[src/bbg_regs.svh]
// Purpose: register offsets, bit positions and reset values of the backup gating block
// Assumes: byte addresses on a 32-bit classic Wishbone bus, data in the low byte
// Notes: included by bare name
`ifndef BBG_REGS_SVH
`define BBG_REGS_SVH

// ----------------------------------------
// offsets
// ----------------------------------------
`define BBG_OFS_CTRL 8'h00
`define BBG_OFS_ALM_SEC 8'h04
`define BBG_OFS_ALM_MIN 8'h08
`define BBG_OFS_STATUS 8'h0C
`define BBG_OFS_INT_EN 8'h10
`define BBG_OFS_INT_CLR 8'h14
`define BBG_OFS_POWER 8'h18

// ----------------------------------------
// control fields
// ----------------------------------------
`define BBG_CTRL_SWITCH 0
`define BBG_CTRL_INHIBIT 1
`define BBG_CTRL_REPEAT 2
`define BBG_CTRL_ALM_EN 3

// ----------------------------------------
// status and interrupt fields
// ----------------------------------------
`define BBG_ST_ALARM 0
`define BBG_ST_BLOCKED 1

// ----------------------------------------
// power state fields
// ----------------------------------------
`define BBG_PW_BACKUP 0
`define BBG_PW_BUS 1
`define BBG_PW_NVM 2
`define BBG_PW_FREQ 3
`define BBG_PW_LVR 4

// ----------------------------------------
// reset values and field layout
// ----------------------------------------
`define BBG_CTRL_RST 8'h01
`define BBG_ALM_RST 8'h00
`define BBG_ALM_FIELD_EN 7

`endif

[src/bbg_pkg.sv]
// Purpose: shared types of the backup gating block
// Assumes: nothing beyond the register header
// Notes: mode order follows {inhibit, switchover} as a two-bit number
package bbg_pkg;

   // mode a: standard, blocked; b: legacy, bus on battery; c: standard, output kept; d: legacy, blocked
   typedef enum logic [1:0] {
      BBG_MODE_A,
      BBG_MODE_B,
      BBG_MODE_C,
      BBG_MODE_D
   } bbg_mode_e;

endpackage

[src/bbg_alarm_match.sv]
// Purpose: alarm 0 compare of seconds and minutes with single or repeating events
// Assumes: time fields arrive as BCD, sampled on the one-second tick
// Notes: a disarmed single alarm is armed again by i_rearm
`timescale 1ns/1ns
`default_nettype none
`include "bbg_regs.svh"

module bbg_alarm_match (
   input wire logic i_core_clk,
   input wire logic i_rst,
   input wire logic i_tick,
   input wire logic i_enable,
   input wire logic i_repeat,
   input wire logic i_rearm,
   input wire logic [7:0] i_sec_compare,
   input wire logic [7:0] i_min_compare,
   input wire logic [6:0] i_time_sec,
   input wire logic [6:0] i_time_min,
   output logic o_event
);

   logic [7:0] cmp [2];
   logic [6:0] now [2];
   logic [1:0] field_on;
   logic [1:0] field_hit;
   logic armed;
   logic match;
   logic fire;

   assign cmp[0] = i_sec_compare;
   assign cmp[1] = i_min_compare;
   assign now[0] = i_time_sec;
   assign now[1] = i_time_min;

   // ----------------------------------------
   // field compare
   // ----------------------------------------
   genvar g;
   generate
      for (g = 0; g < 2; g++) begin : g_field
         assign field_on[g] = cmp[g][`BBG_ALM_FIELD_EN];
         assign field_hit[g] = !field_on[g] || (cmp[g][6:0] == now[g]);
      end
   endgenerate

   // an alarm with every field disabled never fires
   assign match = (|field_on) && (&field_hit);
   assign fire = i_tick && i_enable && match && (armed || i_repeat);

   always_ff @(posedge i_core_clk) begin
      if (i_rst) begin
         armed <= 1'b1;
         o_event <= 1'b0;
      end else begin
         o_event <= fire;
         if (i_rearm) begin
            armed <= 1'b1;
         end else if (fire && !i_repeat) begin
            armed <= 1'b0;
         end
      end
   end
endmodule
`default_nettype wire

[src/bbg_backup_gating.sv]
// Purpose: picks battery backup behaviour and gates serial bus, memory and output enables
// Assumes: supply comparator levels arrive synchronous to i_core_clk
// Notes: all enables are registered, one cycle behind the comparators
//
// Our own choices: the Wishbone register port and the register offsets.
`timescale 1ns/1ns
`default_nettype none
`include "bbg_regs.svh"

// How it works
// - main supply below reset threshold always stops the serial bus.
// - mode a switches at trip threshold, blocks bus and memory on backup.
// - mode b switches below battery, bus on backup only if battery above reset.
// - mode c switches like mode a but keeps frequency/interrupt output active.
// - mode d switches below battery, bus only with valid main supply.
// - single alarm mode gives one event per arming, not a repeating pulse.
// - alarm byte bit 7 enables the field, low bits hold the BCD value.
// - after reset the legacy switchover mode is selected.
module bbg_backup_gating (
   input wire logic i_core_clk,
   input wire logic i_rst,
   input wire logic i_wb_cyc,
   input wire logic i_wb_stb,
   input wire logic i_wb_we,
   input wire logic [7:0] i_wb_adr,
   input wire logic [3:0] i_wb_sel,
   input wire logic [31:0] i_wb_dat,
   output logic [31:0] o_wb_dat,
   output logic o_wb_ack,
   input wire logic i_vdd_below_reset,
   input wire logic i_vdd_below_trip,
   input wire logic i_vdd_below_bat,
   input wire logic i_bat_above_reset,
   input wire logic i_sec_tick,
   input wire logic [6:0] i_time_sec,
   input wire logic [6:0] i_time_min,
   output logic o_on_backup,
   output logic o_serial_bus_enable,
   output logic o_bus_idle_hold,
   output logic o_nvm_access_enable,
   output logic o_freq_enable,
   output logic o_freq_or_interrupt_out,
   output logic o_low_voltage_reset,
   output logic o_alarm0_event,
   output logic o_irq
);

   // ----------------------------------------
   // decode helpers
   // ----------------------------------------
   function automatic logic is_legacy(input bbg_pkg::bbg_mode_e m);
      is_legacy = (m == bbg_pkg::BBG_MODE_B) || (m == bbg_pkg::BBG_MODE_D);
   endfunction

   function automatic logic bus_on_battery(input bbg_pkg::bbg_mode_e m);
      bus_on_battery = (m == bbg_pkg::BBG_MODE_B);
   endfunction

   // ----------------------------------------
   // registers
   // ----------------------------------------
   logic switchover_select;
   logic backup_bus_inhibit;
   logic alarm_repeat_mode;
   logic alarm_enable;
   logic [7:0] alarm0_seconds_compare;
   logic [7:0] alarm0_minutes_compare;
   logic [1:0] status;
   logic [1:0] int_en;
   logic alarm_event;
   logic bus_prev;
   // control byte after reset: legacy switchover, alarm off
   localparam logic [7:0] CTRL_RST = `BBG_CTRL_RST;

   // ----------------------------------------
   // bus decode
   // ----------------------------------------
   wire req = i_wb_cyc && i_wb_stb && !o_wb_ack;
   wire wr = req && i_wb_we && i_wb_sel[0];
   wire wr_ctrl = wr && (i_wb_adr == `BBG_OFS_CTRL);
   wire wr_sec = wr && (i_wb_adr == `BBG_OFS_ALM_SEC);
   wire wr_min = wr && (i_wb_adr == `BBG_OFS_ALM_MIN);
   wire wr_en = wr && (i_wb_adr == `BBG_OFS_INT_EN);
   wire wr_clr = wr && (i_wb_adr == `BBG_OFS_INT_CLR);
   wire [1:0] clr_bits = wr_clr ? i_wb_dat[1:0] : 2'h0;

   // ----------------------------------------
   // mode and gating
   // ----------------------------------------
   wire bbg_pkg::bbg_mode_e mode = bbg_pkg::bbg_mode_e'({backup_bus_inhibit, switchover_select});
   // standard modes switch at the trip point, legacy ones when main drops below battery
   wire next_on_backup = is_legacy(mode) ? i_vdd_below_bat : i_vdd_below_trip;
   // below reset the bus is dead in every mode, whatever the mode bits promise
   wire next_bus = !i_vdd_below_reset
                   && (!next_on_backup || (bus_on_battery(mode) && i_bat_above_reset));
   wire next_nvm = next_bus;
   wire next_freq = (mode != bbg_pkg::BBG_MODE_A) || !next_on_backup;
   wire next_blocked_evt = bus_prev && !next_bus;
   wire [1:0] events = {next_blocked_evt, alarm_event};
   // set wins over a clear in the same cycle
   wire [1:0] next_status = (status & ~clr_bits) | events;
   wire next_irq = |(next_status & int_en);

   // ----------------------------------------
   // read mux
   // ----------------------------------------
   logic [7:0] rd_byte;
   always_comb begin
      unique case (i_wb_adr)
         `BBG_OFS_CTRL: rd_byte = {4'h0, alarm_enable, alarm_repeat_mode, backup_bus_inhibit, switchover_select};
         `BBG_OFS_ALM_SEC: rd_byte = alarm0_seconds_compare;
         `BBG_OFS_ALM_MIN: rd_byte = alarm0_minutes_compare;
         `BBG_OFS_STATUS: rd_byte = {6'h00, status};
         `BBG_OFS_INT_EN: rd_byte = {6'h00, int_en};
         `BBG_OFS_POWER: rd_byte = {3'h0, o_low_voltage_reset, o_freq_enable, o_nvm_access_enable,
                                    o_serial_bus_enable, o_on_backup};
         default: rd_byte = 8'h00;
      endcase
   end

   // ----------------------------------------
   // bus slave
   // ----------------------------------------
   always_ff @(posedge i_core_clk) begin
      if (i_rst) begin
         o_wb_ack <= 1'b0;
         o_wb_dat <= 32'h0000_0000;
      end else begin
         o_wb_ack <= req;
         o_wb_dat <= req ? {24'h00_0000, rd_byte} : 32'h0000_0000;
      end
   end

   // ----------------------------------------
   // control registers
   // ----------------------------------------
   always_ff @(posedge i_core_clk) begin
      if (i_rst) begin
         switchover_select <= CTRL_RST[`BBG_CTRL_SWITCH];
         backup_bus_inhibit <= CTRL_RST[`BBG_CTRL_INHIBIT];
         alarm_repeat_mode <= CTRL_RST[`BBG_CTRL_REPEAT];
         alarm_enable <= CTRL_RST[`BBG_CTRL_ALM_EN];
      end else if (wr_ctrl) begin
         switchover_select <= i_wb_dat[`BBG_CTRL_SWITCH];
         backup_bus_inhibit <= i_wb_dat[`BBG_CTRL_INHIBIT];
         alarm_repeat_mode <= i_wb_dat[`BBG_CTRL_REPEAT];
         alarm_enable <= i_wb_dat[`BBG_CTRL_ALM_EN];
      end
   end

   always_ff @(posedge i_core_clk) begin
      if (i_rst) begin
         alarm0_seconds_compare <= `BBG_ALM_RST;
         alarm0_minutes_compare <= `BBG_ALM_RST;
         int_en <= 2'h0;
      end else begin
         if (wr_sec) begin
            alarm0_seconds_compare <= i_wb_dat[7:0];
         end
         if (wr_min) begin
            alarm0_minutes_compare <= i_wb_dat[7:0];
         end
         if (wr_en) begin
            int_en <= i_wb_dat[1:0];
         end
      end
   end

   // ----------------------------------------
   // power gating outputs and interrupts
   // ----------------------------------------
   always_ff @(posedge i_core_clk) begin
      if (i_rst) begin
         o_on_backup <= 1'b0;
         o_serial_bus_enable <= 1'b0;
         o_bus_idle_hold <= 1'b1;
         o_nvm_access_enable <= 1'b0;
         o_freq_enable <= 1'b0;
         o_low_voltage_reset <= 1'b1;
         o_freq_or_interrupt_out <= 1'b0;
         bus_prev <= 1'b0;
         status <= 2'h0;
         o_irq <= 1'b0;
         o_alarm0_event <= 1'b0;
      end else begin
         o_on_backup <= next_on_backup;
         o_serial_bus_enable <= next_bus;
         o_bus_idle_hold <= !next_bus;
         o_nvm_access_enable <= next_nvm;
         o_freq_enable <= next_freq;
         o_low_voltage_reset <= i_vdd_below_reset;
         o_freq_or_interrupt_out <= next_irq && next_freq;
         bus_prev <= next_bus;
         status <= next_status;
         o_irq <= next_irq;
         o_alarm0_event <= alarm_event;
      end
   end

   // ----------------------------------------
   // alarm 0
   // ----------------------------------------
   // any write to the alarm setup arms a single alarm again
   bbg_alarm_match u_alarm (
      .i_core_clk(i_core_clk),
      .i_rst(i_rst),
      .i_tick(i_sec_tick),
      .i_enable(alarm_enable),
      .i_repeat(alarm_repeat_mode),
      .i_rearm(wr_ctrl || wr_sec || wr_min),
      .i_sec_compare(alarm0_seconds_compare),
      .i_min_compare(alarm0_minutes_compare),
      .i_time_sec(i_time_sec),
      .i_time_min(i_time_min),
      .o_event(alarm_event)
   );
endmodule
`default_nettype wire

[config.mk]
export PLATFORM = sky130hd
export DESIGN_NAME = bbg_backup_gating
export DESIGN_NICKNAME = d
export VERILOG_FILES = /design/src/bbg_pkg.sv /design/src/bbg_alarm_match.sv /design/src/bbg_backup_gating.sv
export VERILOG_INCLUDE_DIRS = /design/src /design/src/src
export SDC_FILE = /design/constraint.sdc
export NUM_CORES = 1
export LEC_CHECK = 0
export BUFFER_PORTS_ARGS = -buffer_cell sky130_fd_sc_hd__buf_2
export CAP_MARGIN = 20
export CORE_UTILIZATION = 49
export CTS_CLUSTER_SIZE = 14
export DETAILED_ROUTE_END_ITERATION = 7
export GPL_TIMING_DRIVEN = 0
export PLACE_DENSITY = 0.87
export SYNTH_ARGS = -nofsm -noshare
export SYNTH_HDL_FRONTEND = slang
export SYNTH_SLANG_ARGS = --single-unit
export TNS_END_PERCENT = 1
[constraint.sdc]
create_clock -name i_core_clk -period 3.5 [get_ports i_core_clk]
set_input_delay 0.175 -clock i_core_clk [delete_from_list [all_inputs] [get_ports i_core_clk]]
set_output_delay 0.175 -clock i_core_clk [all_outputs]
set_load 0.02 [all_outputs]
==> summary.md <==
| Metric | Value |
|---|---|
| Status | `finished clean` |
| CTS Buf Count | `5` |
| Area delta synth->final | `23.45%` |
| Synthesized instance count | `250` |
| Via count | `1,996` |
| Synth top area cells | `dfxtp_1, buf_4, mux2i_1` |
| Share of the synthesized area in the top cell type | `roughly two fifths` |
| Mux contribution to synthesized area | `7.632%` |
| CP max stage cell | `nor3_4` |
| Post-synthesis xor/xnor area fraction | `5.460%` |
| Worst setup SP type | `register` |
| Starting DRT DRC Count | `156` |
| Placed Area | `2688 um^2` |
| Crit path DAT | `~2.2 ns` |
| HP Class | `input port to register` |
| WL final | `5237 um` |
| Max clock buf depth | `2` |
| H-tree depth | `2` |
| TritonRoute pass-1 iters | `4` |
| RePlAce Congestion | `approximately 0.89` |
| Detailed Place HPWL | `4039 um` |
| Avg Cell Area, Syn | `8.984 um^2` |
| CP max stage delay | `0.54 ns` |
| Required @ worst endpoint | `3.67 ns` |
| Place WS | `1.560 ns` |
| Total congestion overflow | `0` |
| Final worst-path cycle share | `57.04%` |
| CP cell instances | `nand3b_4 > or2_2 > clkbuf_4 > nor3_4 > mux2i_1 > nor2_1` |
| CP delay by family, top | `simple AND/OR/NAND/NOR gates` |
| Post-synthesis sequential area ratio | `around two fifths` |
| IR drop worst, VDD | `0.0001817 V` |
| Min cycle time layout | `1.996 ns` |
| Relative slew slack | `between 50% and 60%` |
| TritonCTS sink count | `43` |
| CP Buf/Inv Count | `1` |
| Layout cell share with drive strength beyond 1 | `roughly 35%` |
| Synth Area in Compound Gates | `between 10% and 20%` |
| DRC viols | `0` |
| Worst-Margin Slew | `0.6246 ns` |
| Core Region | `4384 um^2` |
| Final Skew | `0.01009 ns` |
| Die H | `between 60 and 70 um` |
| Clock transition at the registers of the reported paths | `0.08 ns` |
| Synth area leader | `dfxtp_1` |
| Starting Density | `51.23%` |
| RSZ-0062 raised after global routing | `false` |
| Async set or reset register ratio after synthesis | `0%` |
| Final hold violation count | `0` |
| Final nets | `406` |
| Simple-gate share of the synthesized area | `22.40%` |
| GRT Util Overall | `22.09%` |
| Pins Over Slew Limit | `0` |
| Number of synthesized flops with an enable pin | `0` |
| Cell count after placement | `383` |
| Post-CTS Hold Fix Bufs | `0` |
| Syn Std Cell Area | `2246 um^2` |
| Achievable frequency | `0.5009 GHz` |
| Non-Filler Instances | `a little under 400` |
| Endpoints failing setup | `0` |
| Final WS setup | `1.504 ns` |
| # Post-CTS Setup Buffers | `0` |
| Worst-skew pair later-pin latency | `0.30 ns` |
| Largest net degree at the start of global routing | `14` |
| First-pass GRT wire length | `8452 um` |
| Adder-Cell Fraction of Synth Area | `0%` |
| Die ar. | `approximately 4900 um^2` |
| Commonest register cell after synthesis | `dfxtp_1` |
| Vias in the first global route | `1,902` |
| Worst Path Max Fanout | `8` |
| Number of I/O port buffers | `between 50 and 60` |
| Std cell rows | `24` |
| Total power | `roughly 0.00094 W` |
| Vias/cell | `5.105` |
| Largest family of logic cells by synthesized area | `simple AND/OR/NAND/NOR gates` |
| Synthesized flop and latch total | `43` |
| Max Cap Viol | `0` |
| Yosys warnings | `0` |
| Top Ports | `110` |
| Post-DR wirelength/cell | `13.39 um` |
| Post-DRT Antenna Nets | `0` |
| Antenna Diode Count | `0` |
| Pwr dens | `338.7 nW/um^2` |
| Design Area, Final | `2773 um^2` |
| Setup_tns | `0 ns` |
| Clock root buffer | `clkbuf_8` |
| Crit end category | `register` |
| Distinct cells, synth | `45` |
| Pleak | `1.223 nW` |
| Post-CTS Resized | `0` |
| TritonCTS clock tree | `done` |
| Width of the die | `roughly 70 um` |
| Antenna violations before repair | `0` |
| Crit Path Class | `register to register` |
[layout make-up]
type / instances / area, um^2
clock inverter: 2 / 12.51
timing repair buffer: 58 / 290.3
fill: 373 / 1612
sequential: 43 / 860.8
inverter: 5 / 18.77
buffer: 35 / 272.8
tap: 52 / 65.06
clock buffer: 6 / 72.57
multi-input combinational: 190 / 1180
[state kept, by name, summed over array words and instances, names as in the netlist, 2 cells and up]
name / flops
alarm0_minutes_compare: 8
alarm0_seconds_compare: 8
o_wb_dat: 8
int_en: 2
status: 2
[routing by layer]
metal  GRT usage, %  vias to the layer above  share of wire (%)
met3          4.651                        7                5.7
li1               -                      988                  -
met2          37.22                       72                 50
met5              0                        -                  0
met4          10.67                        0                1.8
met1          26.76                      929                 42
[path summary, 6_finish.rpt]
kind                                        start                   endpoint  slack, ns  depth (start not counted)
worst min register to register    u_alarm.o_event             o_alarm0_event       0.49                          2
worst min-delay path            i_vdd_below_reset        o_low_voltage_reset       0.10                          2
worst max-delay path                     o_wb_ack  alarm0_seconds_compare[1]       1.50                          6
worst max register to register           o_wb_ack  alarm0_seconds_compare[1]       1.50                          6
[through the flow]
stage                     hold slack (ns)  utilization (%)
after detailed placement           0.4055            61.30
after CTS                         0.09769            63.24
after floorplan                    0.2466                -
final                              0.1045            63.24
after global routing               0.1049            63.24
after global placement             0.3989            61.30
[kinds of logic (layout without fill, tap and decap cells)]
group                     Yosys count  after routing
AOI/OAI and AO/OA                  39             39
xor gates and xnor gates           14             14
buffers and inverters              40            106
DFF                                43             43
muxes                              17             17
other                               1             24
and+or+nand+nor                    96             96
[cell usage in the layout (no fill, tap or decap), types with 2 or more instances in the layout]
master	instances
nor3_4	3
conb_1	24
clkbuf_8	6
nand2_1	28
clkbuf_1	4
o21ai_0	5
a21oi_1	6
nor2_1	35
nor4_1	5
nor3_1	3
inv_1	5
or2_2	3
buf_6	4
a21oi_2	8
a22oi_1	6
xor2_1	10
nand3_1	3
dfxtp_1	43
mux2i_1	16
buf_4	26
xnor2_1	4
a221oi_1	2
nand2b_1	3
nor2b_1	5
a31oi_1	2
buf_2	58
[worst reg2reg max path, stage by stage (launching register included)]
cell      delay (ns)
dfxtp_1         0.32
nand3b_4        0.17
or2_2           0.30
clkbuf_4        0.18
nor3_4          0.54
mux2i_1         0.29
nor2_1          0.06
[cells in the mapped netlist (2+ instances only)]
master / number
a21oi_1: 6
dfxtp_1: 43
a221oi_1: 2
xor2_1: 10
a21oi_2: 8
nor4_1: 5
a22oi_1: 6
or2_2: 3
xnor2_1: 4
nor3_4: 3
nand2b_1: 3
mux2i_1: 16
nand3_1: 3
buf_4: 26
nor2_1: 35
buf_6: 4
inv_1: 5
nand2_1: 28
o21ai_0: 5
nor3_1: 3
a31oi_1: 2
clkbuf_1: 3
nor2b_1: 5
[report_power, final]
group | switching [W] | internal, W
Combinational | 0.0000745 | 0.0000570
Clock | 0.000172 | 0.000139
Sequential | 0.00000335 | 0.000493
(Power assumes the default switching activity.)
